--- config.mk ---
export PLATFORM = sky130hd
export DESIGN_NAME = mcr_frame_receiver
export DESIGN_NICKNAME = d
export VERILOG_FILES = /design/src/mcr_pkg.sv /design/src/mcr_frame_receiver.sv
export SDC_FILE = /design/constraint.sdc
export NUM_CORES = 1
export LEC_CHECK = 0
export ABC_AREA = 1
export BUFFER_PORTS_ARGS = -buffer_cell sky130_fd_sc_hd__buf_2
export CORE_UTILIZATION = 58
export DETAILED_ROUTE_END_ITERATION = 7
export PLACE_DENSITY = 0.76
export SETUP_SLACK_MARGIN = 0.05
export SKIP_CTS_REPAIR_TIMING = 1
export SLEW_MARGIN = 0
export SYNTH_ARGS = -nofsm -noshare
export SYNTH_HDL_FRONTEND = slang
export SYNTH_SLANG_ARGS = --single-unit
export TNS_END_PERCENT = 1
--- constraint.sdc ---
create_clock -name ref_clk_in -period 4.3 [get_ports ref_clk_in]
set_input_delay 0.215 -clock ref_clk_in [delete_from_list [all_inputs] [get_ports ref_clk_in]]
set_output_delay 0.215 -clock ref_clk_in [all_outputs]
set_load 0.005 [all_outputs]
--- src/mcr_pkg.sv ---
// Shared constants and types for the supply-line command frame receiver.
package mcr_pkg;
	// Clock rate and bit-rate window of the incoming link.
	localparam int CLK_KHZ = 20000;
	localparam int BIT_RATE_MIN_KBPS = 4;
	localparam int BIT_RATE_MAX_KBPS = 100;
	localparam int BIT_TOL_PCT = 11;
	// Shortest and longest accepted half cell, in clock cycles (least rounds up, longest down).
	localparam int HALF_MIN_CYC = (CLK_KHZ * (100 - BIT_TOL_PCT) + 2 * BIT_RATE_MAX_KBPS * 100 - 1)
		/ (2 * BIT_RATE_MAX_KBPS * 100);
	localparam int HALF_MAX_CYC = (CLK_KHZ * (100 + BIT_TOL_PCT)) / (2 * BIT_RATE_MIN_KBPS * 100);
	// Least wait from the end of a write frame to the programming pulse.
	localparam int PROG_SETUP_US = 40;
	localparam int PROG_SETUP_CYC = (PROG_SETUP_US * CLK_KHZ + 999) / 1000;
	// Decoder timing, counted in quarter bits of the measured cell (one quarter is half a half cell).
	localparam int MID_OPEN_QTR = 3;
	localparam int MID_LATE_QTR = 5;
	localparam int RESP_GAP_QTR = 4;
	// Frame layout.
	localparam int SYNC_BITS = 2;
	localparam int READ_FRAME_BITS = 16;
	localparam int WRITE_FRAME_BITS = 32;
	localparam int BODY_BITS = WRITE_FRAME_BITS - SYNC_BITS;
	localparam int CS_W = 4;
	localparam int ADDR_W = 6;
	localparam int DATA_W = 16;
	localparam int CRC_W = 3;
	localparam logic [2:0] CRC_SEED = 3'h7;
	localparam logic RW_WRITE = 1'b0;
	localparam logic RW_READ = 1'b1;
	// Bit positions inside the collected body, counted from the last bit received.
	localparam int RD_RW_POS = 13;
	localparam int RD_CS_LSB = 9;
	localparam int RD_ADDR_LSB = 3;
	localparam int WR_RW_POS = 29;
	localparam int WR_CS_LSB = 25;
	localparam int WR_ADDR_LSB = 19;
	localparam int WR_DATA_LSB = 3;

	// One decoded command.
	typedef struct packed {
		logic write;
		logic [CS_W-1:0] chip_sel;
		logic [ADDR_W-1:0] addr;
		logic [DATA_W-1:0] data;
	} mcr_cmd_t;

	// Die identity as seen by the receiver.
	typedef struct packed {
		logic broadcast;
		logic [1:0] die_id;
	} mcr_ident_t;
endpackage : mcr_pkg

--- src/mcr_frame_receiver.sv ---
// Manchester command frame receiver for the supply-line programming link.
`timescale 1ns/1ps

// What this block does, and what it expects of the controller
// Mid-cell falling edge decodes as one, rising edge as zero.
// A frame opens with two zero sync bits; otherwise it is dropped.
// Bit after sync: zero means write, one means read.
// Four chip select bits follow the read/write bit.
// Six address bits follow, then sixteen data bits in write frames only.
// Three trailing CRC bits; a mismatch flags an error and drops the frame.
// With interface select low, identifier is high strap, low strap.
// Die is selected when its identifier's chip select bit is set.
// Zero chip select or interface select high means broadcast, no comparison.
// Bit timing is measured from each frame, 4 to 100 kbps.
// Controller keeps bit period within plus or minus eleven percent.
// Read response starts a quarter to three quarters bit after the frame.
// Controller waits 40 us after a write before the programming pulse.
// Controller lets supply fall below 6.0 V before the next frame.
// Controller reads one die at a time on a shared output line.
// CRC x^3+x+1, seed 111, sync bits excluded.
// Address and data arrive most significant bit first.
// Serial disable bit set means all line activity is ignored; here it only blocks a new frame from opening.
// A frame not broadcast and not selecting this die causes no action.
module mcr_frame_receiver #(
	parameter int CNT_W = 14
) (
	input wire logic ref_clk_in,
	input wire logic rst_in,
	input wire logic line_in,
	input wire logic id_strap_low_in,
	input wire logic id_strap_high_in,
	input wire logic interface_select_pin_in,
	input wire logic serial_disable_bit_in,
	output mcr_pkg::mcr_cmd_t cmd_out,
	output mcr_pkg::mcr_ident_t ident_out,
	output logic write_valid_out,
	output logic read_start_out,
	output logic crc_error_out,
	output logic abort_error_out,
	output logic prog_setup_ok_out
);
	import mcr_pkg::*;

	// The counter must hold more than three of the longest half cell.
	if ((2 ** CNT_W) <= 3 * HALF_MAX_CYC) begin : g_cnt_w_check
		$error("CNT_W too small for the slowest bit rate");
	end

	localparam int SETUP_W = $clog2(PROG_SETUP_CYC + 1);

	typedef enum logic [1:0] {ST_IDLE, ST_MEAS, ST_BITS, ST_GAP} mcr_state_t;

	// One CRC step; the feedback taps follow x^3 + x + 1.
	function automatic logic [2:0] crc_step(input logic [2:0] c, input logic b);
		logic fb;
		fb = b ^ c[2];
		return {c[1], c[0] ^ fb, fb};
	endfunction : crc_step

	// Scale a half-cell count by a number of quarter cells.
	function automatic logic [CNT_W-1:0] quarters(input logic [CNT_W-1:0] h, input int n);
		logic [CNT_W+2:0] w;
		w = ({3'h0, h} * (CNT_W+3)'(n)) >> 1;
		return w[CNT_W-1:0];
	endfunction : quarters

	mcr_state_t state_q, state_d;
	logic line_q;
	logic [CNT_W-1:0] cnt_q, cnt_d;
	logic [CNT_W-1:0] half_q, half_d;
	logic [4:0] bitnum_q, bitnum_d;
	logic rw_q, rw_d;
	logic [BODY_BITS-1:0] body_q, body_d;
	logic [2:0] crc_q, crc_d;
	logic [CNT_W-1:0] gap_q, gap_d;
	logic gap_read_q, gap_read_d;
	logic gap_write_q, gap_write_d;
	mcr_cmd_t cmd_q, cmd_d;
	mcr_ident_t ident_q;
	logic wr_q, wr_d, rd_q, rd_d, crc_err_q, crc_err_d, abort_q, abort_d;
	logic [SETUP_W-1:0] setup_q, setup_d;
	logic setup_ok_q, setup_ok_d;

	// Edge detection and the mid-cell window around the expected transition.
	wire logic edge_seen = line_in != line_q;
	wire logic in_window = cnt_q >= quarters(half_q, MID_OPEN_QTR);
	wire logic timed_out = cnt_q > quarters(half_q, MID_LATE_QTR);
	wire logic mid_edge = edge_seen && in_window;
	wire logic bit_val = line_q;
	wire logic rw_now = (bitnum_q == 5'd2) ? bit_val : rw_q;
	wire logic [4:0] frame_last = (rw_now == RW_READ) ? 5'(READ_FRAME_BITS - 1)
		: 5'(WRITE_FRAME_BITS - 1);
	wire logic in_crc_field = bitnum_q > frame_last - 5'(CRC_W);
	wire logic [BODY_BITS-1:0] body_next = {body_q[BODY_BITS-2:0], bit_val};

	// Field extraction from the completed body of a read or a write frame.
	wire logic is_read = rw_now == RW_READ;
	wire logic [CS_W-1:0] f_cs = is_read ? body_next[RD_CS_LSB +: CS_W]
		: body_next[WR_CS_LSB +: CS_W];
	wire logic [ADDR_W-1:0] f_addr = is_read ? body_next[RD_ADDR_LSB +: ADDR_W]
		: body_next[WR_ADDR_LSB +: ADDR_W];
	wire logic [DATA_W-1:0] f_data = is_read ? '0 : body_next[WR_DATA_LSB +: DATA_W];
	wire logic crc_ok = body_next[CRC_W-1:0] == crc_q;

	// Identity: strap pair in one mode, forced broadcast in the other.
	wire logic [1:0] die_id = {id_strap_high_in, id_strap_low_in};
	wire logic is_bcast = (f_cs == '0) || interface_select_pin_in;
	wire logic is_sel = is_bcast || f_cs[die_id];

	// Decoder state machine; the first half cell is checked against fixed limits, later timing is relative to the measured half cell.
	always_comb begin
		state_d = state_q;
		cnt_d = (cnt_q == '1) ? cnt_q : cnt_q + 1'b1;
		half_d = half_q;
		bitnum_d = bitnum_q;
		rw_d = rw_q;
		body_d = body_q;
		crc_d = crc_q;
		gap_d = gap_q;
		gap_read_d = gap_read_q;
		gap_write_d = gap_write_q;
		cmd_d = cmd_q;
		wr_d = 1'b0;
		rd_d = 1'b0;
		crc_err_d = 1'b0;
		abort_d = 1'b0;
		case (state_q)
			ST_IDLE: begin
				// A falling edge opens the first sync cell.
				if (edge_seen && line_q && !serial_disable_bit_in) begin
					state_d = ST_MEAS;
					cnt_d = '0;
				end
			end
			ST_MEAS: begin
				// First sync bit: the rising edge gives the half cell length.
				if (edge_seen) begin
					if (cnt_q + 1'b1 >= CNT_W'(HALF_MIN_CYC) && cnt_q < CNT_W'(HALF_MAX_CYC)) begin
						state_d = ST_BITS;
						half_d = cnt_q + 1'b1;
						cnt_d = '0;
						bitnum_d = 5'd1;
						crc_d = CRC_SEED;
						body_d = '0;
					end else begin
						state_d = ST_IDLE;
						abort_d = 1'b1;
					end
				end else if (cnt_q >= CNT_W'(HALF_MAX_CYC)) begin
					state_d = ST_IDLE;
					abort_d = 1'b1;
				end
			end
			ST_BITS: begin
				if (mid_edge) begin
					cnt_d = '0;
					bitnum_d = bitnum_q + 1'b1;
					if (bitnum_q == 5'(SYNC_BITS - 1)) begin
						// Second sync bit must be zero.
						if (bit_val) begin
							state_d = ST_IDLE;
							abort_d = 1'b1;
						end
					end else begin
						body_d = body_next;
						rw_d = rw_now;
						if (!in_crc_field) begin
							crc_d = crc_step(crc_q, bit_val);
						end
						if (bitnum_q == frame_last) begin
							state_d = ST_GAP;
							gap_read_d = is_read;
							gap_write_d = !is_read;
							// Two half cells past the last mid edge is half a bit past the trailing edge.
							gap_d = quarters(half_q, RESP_GAP_QTR);
							crc_err_d = !crc_ok;
							if (crc_ok && is_sel) begin
								cmd_d = '{write: !is_read, chip_sel: f_cs, addr: f_addr, data: f_data};
								wr_d = !is_read;
							end else begin
								gap_read_d = 1'b0;
								gap_write_d = 1'b0;
							end
						end
					end
				end else if (timed_out) begin
					state_d = ST_IDLE;
					abort_d = 1'b1;
				end
			end
			ST_GAP: begin
				// Wait out the rest of the last cell plus the response delay.
				if (cnt_q + 1'b1 >= gap_q) begin
					state_d = ST_IDLE;
					rd_d = gap_read_q;
				end
			end
			default: begin
				state_d = ST_IDLE;
			end
		endcase
	end

	// Programming setup window: opens once the write frame has ended long enough.
	// Keyed to this frame's own acceptance, so a rejected write never reuses an older command.
	wire logic write_end = (state_q == ST_GAP) && (state_d == ST_IDLE) && gap_write_q;
	always_comb begin
		setup_d = setup_q;
		setup_ok_d = setup_ok_q;
		if (state_d == ST_MEAS) begin
			setup_ok_d = 1'b0;
			setup_d = '0;
		end else if (write_end && !crc_err_q) begin
			setup_d = SETUP_W'(PROG_SETUP_CYC);
			setup_ok_d = 1'b0;
		end else if (setup_q != '0) begin
			setup_d = setup_q - 1'b1;
			setup_ok_d = setup_q == SETUP_W'(1);
		end
	end

	// State and data registers; a synchronous reset returns to idle.
	always_ff @(posedge ref_clk_in) begin
		if (rst_in) begin
			state_q <= ST_IDLE;
			line_q <= 1'b1;
			cnt_q <= '0;
			half_q <= '0;
			bitnum_q <= '0;
			rw_q <= 1'b0;
			body_q <= '0;
			crc_q <= CRC_SEED;
			gap_q <= '0;
			gap_read_q <= 1'b0;
			gap_write_q <= 1'b0;
			cmd_q <= '0;
			wr_q <= 1'b0;
			rd_q <= 1'b0;
			crc_err_q <= 1'b0;
			abort_q <= 1'b0;
			setup_q <= '0;
			setup_ok_q <= 1'b0;
		end else begin
			state_q <= state_d;
			line_q <= line_in;
			cnt_q <= cnt_d;
			half_q <= half_d;
			bitnum_q <= bitnum_d;
			rw_q <= rw_d;
			body_q <= body_d;
			crc_q <= crc_d;
			gap_q <= gap_d;
			gap_read_q <= gap_read_d;
			gap_write_q <= gap_write_d;
			cmd_q <= cmd_d;
			wr_q <= wr_d;
			rd_q <= rd_d;
			crc_err_q <= crc_err_d;
			abort_q <= abort_d;
			setup_q <= setup_d;
			setup_ok_q <= setup_ok_d;
		end
	end

	// Identity is registered, so the reported value follows the strap state one cycle later.
	always_ff @(posedge ref_clk_in) begin
		if (rst_in) begin
			ident_q <= '0;
		end else begin
			ident_q <= '{broadcast: interface_select_pin_in, die_id: die_id};
		end
	end

	assign cmd_out = cmd_q;
	assign ident_out = ident_q;
	assign write_valid_out = wr_q;
	assign read_start_out = rd_q;
	assign crc_error_out = crc_err_q;
	assign abort_error_out = abort_q;
	assign prog_setup_ok_out = setup_ok_q;
endmodule : mcr_frame_receiver

# Word level (Yosys, flattened, before mapping)
# Index checks and enable logic that the tools add are counted.
[op_classes]
reduce_logical = 31
n_mux = 51
addsub = 4
n_mul = 2
n_lt_le_gt_ge = 8
bitwise = 8
eq_ne = 16
[ops]
columns = ["operator", "count"]
rows = [
  ["two-way mux 28 bit", 4],
  ["two-way mux 14 bit", 5],
  ["one-hot mux 28 bit (2 select lines)", 1],
  ["one-hot mux 14 bit (3 select lines)", 1],
  ["greater-or-equal comparator 14 bit", 2],
  ["two-way mux 10 bit", 2],
  ["two-way mux 2 bit", 10],
  ["two-way mux 5 bit", 4],
  ["two-way mux 16 bit", 1],
  ["multiplier 14 x 2 -> 15 bit (second input constant)", 1],
  ["multiplier 14 x 3 -> 15 bit (second input constant)", 1],
  ["two-way mux 3 bit", 5],
  ["adder 14 x 1 -> 14 bit (second input constant)", 1],
  ["equality test 14 bit (second input constant)", 1],
  ["greater-or-equal comparator 14 x 12 -> 1 bit (second input constant)", 1],
  ["greater-or-equal comparator 14 x 7 -> 1 bit (second input constant)", 1],
  ["greater-than comparator 14 bit", 1],
  ["less-than comparator 14 x 12 -> 1 bit (second input constant)", 1],
  ["two-way mux 1 bit", 11],
  ["equality test 10 x 1 -> 1 bit (second input constant)", 1],
  ["!= test 2 bit (second input constant)", 5],
  ["one-hot mux 5 bit (2 select lines)", 1],
  ["AND reduction 5 bit", 2],
  ["nonzero test 10 bit", 1],
  ["other kinds (32)", 56],
]
[totals]
in_bits = 7
output_inout_bits = 35
word_cells = 144
reg_bits = 128

# Depth between registers and ports, before layout
[logic_depth]
depth_word = 13
depth_mapped = 34
mapped_depth_nobuf = 34

# Worst setup path after synthesis
# No wires, ideal clock.
[synth_path]
kind = "register to register"
startpoint = "reg half_q[1]"
endpoint = "reg setup_q[3]"
setup_slack_ns = 0.450
path_stages_with_launch = 32
n_path_buf = 0
arrival_ns = 3.732
required_time_ns = 4.183
synth_period_minus_slack_ns = 3.850
setup_time_ns = 0.117
path_cell_list = "dfxtp_1 -> ha_1 -> ha_1 -> fa_1 -> nand3_1 -> nand2_1 -> a21oi_1 -> o21bai_1 -> a21oi_1 -> o21ai_0 -> nand2_1 -> nand2_1 -> a21oi_1 -> xor2_1 -> ha_1 -> nand2_1 -> nor2_1 -> inv_1 -> nor2_1 -> nand2_1 -> nand2_1 -> nand2_1 -> nand2_1 -> nand2_1 -> nand2_1 -> nand3_1 -> nand2_1 -> nand2_1 -> nor2_1 -> nand3_2 -> nand3_2 -> nor2_1"
[synth_between]
elab_chain_cells = 10
word_cells_on_any_way = 14
cone_classes = "mul: 2; order compare: 2; eq/ne: 1; mux: 3; reduce/logical: 6"
[synth_rtl]
columns = ["item", "line_no", "text"]
rows = [
  ["start, declared", "mcr_frame_receiver.sv:70", "logic [CNT_W-1:0] half_q, half_d;"],
  ["start signal, assigned", "mcr_frame_receiver.sv:247", "half_q <= half_d;"],
  ["multiplier 14 x 3 -> 15 bit / multiplier 14 x 2 -> 15 bit (equally long branches)", "mcr_frame_receiver.sv:63", "w = ({3'h0, h} * (CNT_W+3)'(n)) >> 1;"],
  ["greater-than comparator 14 bit / greater-or-equal comparator 14 bit (equally long branches)", "mcr_frame_receiver.sv:87, mcr_frame_receiver.sv:86", ""],
  ["two-way mux 2 bit / logical AND 1 bit (equally long branches)", "mcr_frame_receiver.sv:186, mcr_frame_receiver.sv:88", ""],
  ["two-way mux 2 bit *", "mcr_frame_receiver.sv:155", "if (mid_edge) begin"],
  ["one-hot mux 2 bit (4 select lines) *", "mcr_frame_receiver.sv:127", "case (state_q)"],
  ["logical NOT 2 bit", "mcr_frame_receiver.sv:206", "wire logic write_end = (state_q == ST_GAP) && (state_d == ST_IDLE) && gap_write_q;"],
  ["logical AND 1 bit (2 in a row)", "mcr_frame_receiver.sv:206", ""],
  ["logical AND 1 bit", "mcr_frame_receiver.sv:213", "end else if (write_end && !crc_err_q) begin"],
  ["OR reduction 3 bit (no source line) *", "n/a", ""],
  ["end signal, assigned", "mcr_frame_receiver.sv:260", "setup_q <= setup_d;"],
  ["end, declared", "mcr_frame_receiver.sv:81", "logic [SETUP_W-1:0] setup_q, setup_d;"],
]
# Every way passes the cells marked *; elsewhere a longest branch is shown, timed or not.
# A chain may end at the register's enable or synchronous reset.

# Final worst setup path
[layout_path]
startpoint = "reg half_q[2]"
endpoint = "reg setup_q[7]"
# Same word-level chain as after synthesis.

==> summary by stage <==
CTS
The CTS tree is yes. The clock transition time at the flip-flop clock pins of the worst setup and hold paths is 60 ps. The number of buffers on the longest clock path is 2. The clock drives around 130 sinks. The root buffer cell is clkbuf_16. Clock latency on the worst-skew pair, taken at its later pin, is 430 ps. The number of buffers added by the clock tree synthesis step is 17. The level count of the clock H-tree is 4.

Die
The floorplan die height is 118 um. For this configuration, the core starts out at a cell density of 0.593. 42 I/O pins were placed. The floorplan step defined a die boundary enclosing 14000 um2.

After floorplanning, the core was divided into 42 placement rows. The width of the die is 118 um. The total core area is approximately 13000 um2.

Critical path
The required time of the critical path is 4610 ps. The worst setup path is captured at a flop. The most critical setup path has its endpoint at setup_q[7]. The startpoint of the lowest-slack register-to-register path is half_q[2]. The critical path launch point type is a flop. In this design, the largest share of critical-path delay is due to simple AND/OR/NAND/NOR gates. The highest fanout seen on the critical path is 8.

The biggest cell delay along the critical path is 400 ps. Setup slack on the worst reg-to-reg path comes out at 160 ps. By instance count, the cell type seen most on the critical path is nand2_1. The number of buffers and inverters on the critical path is 2. The class of the most critical setup path is reg2reg. Tracing the worst setup path back leads to its startpoint at half_q[2].

The number of cells on the worst reg-to-reg path is 32. STA puts the critical path data arrival time at between 4000 and 5000 ps. In this run the critical register-to-register path is captured at setup_q[7]. The critical path depth is 32. The master of the slowest instance on the critical path is fa_2.

Synth
The average instance area after synthesis is 7.22 um2. The sequential fraction of the synthesis area is 0.327. In the synthesized netlist the dominant register cell turns out to be dfxtp_1. The synthesized area is 7850 um2. The async set-reset flop share out of synthesis is 0. After synthesis, the netlist uses 44 different library cells. The number of nets in the synthesized netlist is between 1000 and 1500.

The number of flip-flops and latches in the synthesized netlist is 128. The cell count after synthesis came out at roughly 1100. In this run, synthesis inferred 0 flip-flops with an integrated enable. The number of warning messages in the yosys log is 0.

Place
In this run the tool buffered the top-level ports with slightly above 40 buffer cells. At the end of routability-driven placement, the weighted congestion stood at slightly below 0.9. The HPWL after detailed placement is 13200 um.

After detailed placement, the total cell area comes to 8260 um2.

Power and ir drop
Power spread over the standard cell area amounts to ~300 nW/um2. The sum of internal, switching and leakage power is 2.69 mW. IR analysis of the VDD net gives a maximum drop of 0.254 mV. The analysis attributes to cell leakage a power of 4.20 nW.

Cells and area
The repair_antennas step left the layout with diodes totalling 0. The finished cells cover approximately 9200 um2. The area growth from synthesis to final layout is 17.6%. The most common library cell in the layout ignoring fill and taps is nand2_1. The share of post-route cells with drive strength above 1 is 0.159. The net count of the finished layout is 1241. In the layout the commonest cells are nand2_1, inv_1, dfxtp_1.

Route
The total wire length after detailed routing is 19200 um. The number of iterations in the first detailed-routing pass is 5. The total number of vias is ~7300. After detailed routing, the average wire length per cell comes to 14.4 um. Once detail routing completed, the nets flagged for antenna violations numbered 0.

After detailed routing, the number of vias per cell comes to 5.48. The detailed-route DRC error count is 0. The initial detailed-routing violation count is 596.

Global route
The via count of the first global-routing pass was 6385. The number of antenna violations at the first check in global routing is 0. Across every metal layer, demand over resource in global routing totals 0.272. The first global-routing pass estimated slightly above 30000 um of wire. The maximum number of pins on one net before global-route repair is 55.

The total overflow left after global routing is 0.

Outcome
The run finished with clean final reports.

STA
At the pin with the least slew margin, the transition time is ~1000 ps. The count of endpoints failing setup in the final report is 0. The max-slew violation total from the final report is 0.

Between clock sinks in the finished design, the worst skew comes to ~11 ps. The post-route minimum period is ~4100 ps. Measured against its own limit, the worst slew margin works out to 0.299. The total count of hold-check failures in the final report came to 0.

Setup repair after global routing could not meet its margin everywhere. The timing-limited maximum frequency is around 240 MHz. In the finished design, the share of the clock period the worst path needs comes to 0.963. The tightest hold margin is ~20 ps.

Hold path
The startpoint of the worst hold path is id_strap_high_in. The number of cells on the worst hold path is 3. The tightest min-delay check is of the in2reg type.

Run
Across the run, the number of max-cap violations was 0.
state kept, by name, summed over array words and instances (netlist names), 3 cells and up:
name	cells
half_q	14
gap_q	13
setup_q	10
ident_out	3
cnt_q	14
bitnum_q	5
crc_q	3
cmd_out	27
body_q	28
power breakdown:
group          total, mW  switching (mW)  internal [mW]
combinational      0.114          0.0792         0.0345
sequential          1.20         0.00699           1.19
clock               1.38           0.557          0.823
total               2.69           0.643           2.05
metal layers:
layer | vias to the layer above | global-route usage | wire (um)
met2 | 232 | 0.419 | 8560
met3 | 30 | 0.0589 | 1140
met4 | 0 | 0.0521 | 204
li1 | 3700 | - | -
met5 | - | 0 | 0
met1 | 3322 | 0.391 | 9310
stage by stage:
stage	setup TNS [ps]	cells	utilization	setup slack, ps
floorplan	0	1087	-	450
global placement	0	1290	0.624	87.0
detailed placement	0	1290	0.624	5.96
CTS	-190	1322	0.667	-27.0
global route	-760	1330	0.697	-84.0
finish	0	1330	0.697	157
kinds of logic (layout without fill, tap and decap cells):
family | after synthesis | in the layout | synth area share
flip-flops | 128 | 128 | 0.327
adder cells (fa/ha/maj) | 93 | 93 | 0.150
buffers and inverters | 167 | 234 | 0.0869
XOR/XNOR | 38 | 38 | 0.0424
AND/OR/NAND/NOR | 449 | 449 | 0.250
AO/OA/AOI/OAI | 212 | 212 | 0.144
synthesized netlist by cell type (4+ instances only):
cell type / instances / share of area
nand2_1: 205 / 0.098
dfxtp_1: 128 / 0.33
inv_1: 128 / 0.061
nor2_1: 118 / 0.056
a21oi_1: 93 / 0.059
ha_1: 91 / 0.15
o21ai_0: 75 / 0.048
nand3_1: 72 / 0.046
xor2_1: 26 / 0.029
o21ai_1: 21 / 0.013
clkbuf_1: 20 / 0.0096
nand4_1: 13 / 0.010
nor3_1: 13 / 0.0083
xnor2_1: 12 / 0.013
buf_2: 7 / 0.0045
nand2_2: 6 / 0.0048
buf_6: 5 / 0.0072
o211ai_1: 5 / 0.0048
nand3_2: 4 / 0.0051
o211a_1: 4 / 0.0051
worst min-delay path by stage:
stage,slack [ps],endpoint
2_1_floorplan,320,bit_val
3_3_place_gp,440,rw_q
3_5_place_dp,450,rw_q
4_1_cts,20,bit_val
5_1_grt,40,ident_out[1]
6_report,20,ident_out[1]
cell type report:
class | count | area [um2]
Multi-Input combinational cell | 792 | 4890
Clock inverter | 13 | 114
Inverter | 131 | 494
Sequential cell | 128 | 2580
Timing Repair Buffer | 71 | 479
Fill cell | 1109 | 4020
Tap cell | 176 | 220
Clock buffer | 19 | 453
worst reg2reg max path: cells and delay by family (launching register included):
kind	cells	cell delay [ps]
simple gates	20	1710
fa+ha+maj	4	1000
compound gates	5	720
flops	1	360
buf+inv	2	180
xor+xnor	1	80
Note: power is estimated with default switching activity, not from simulation.
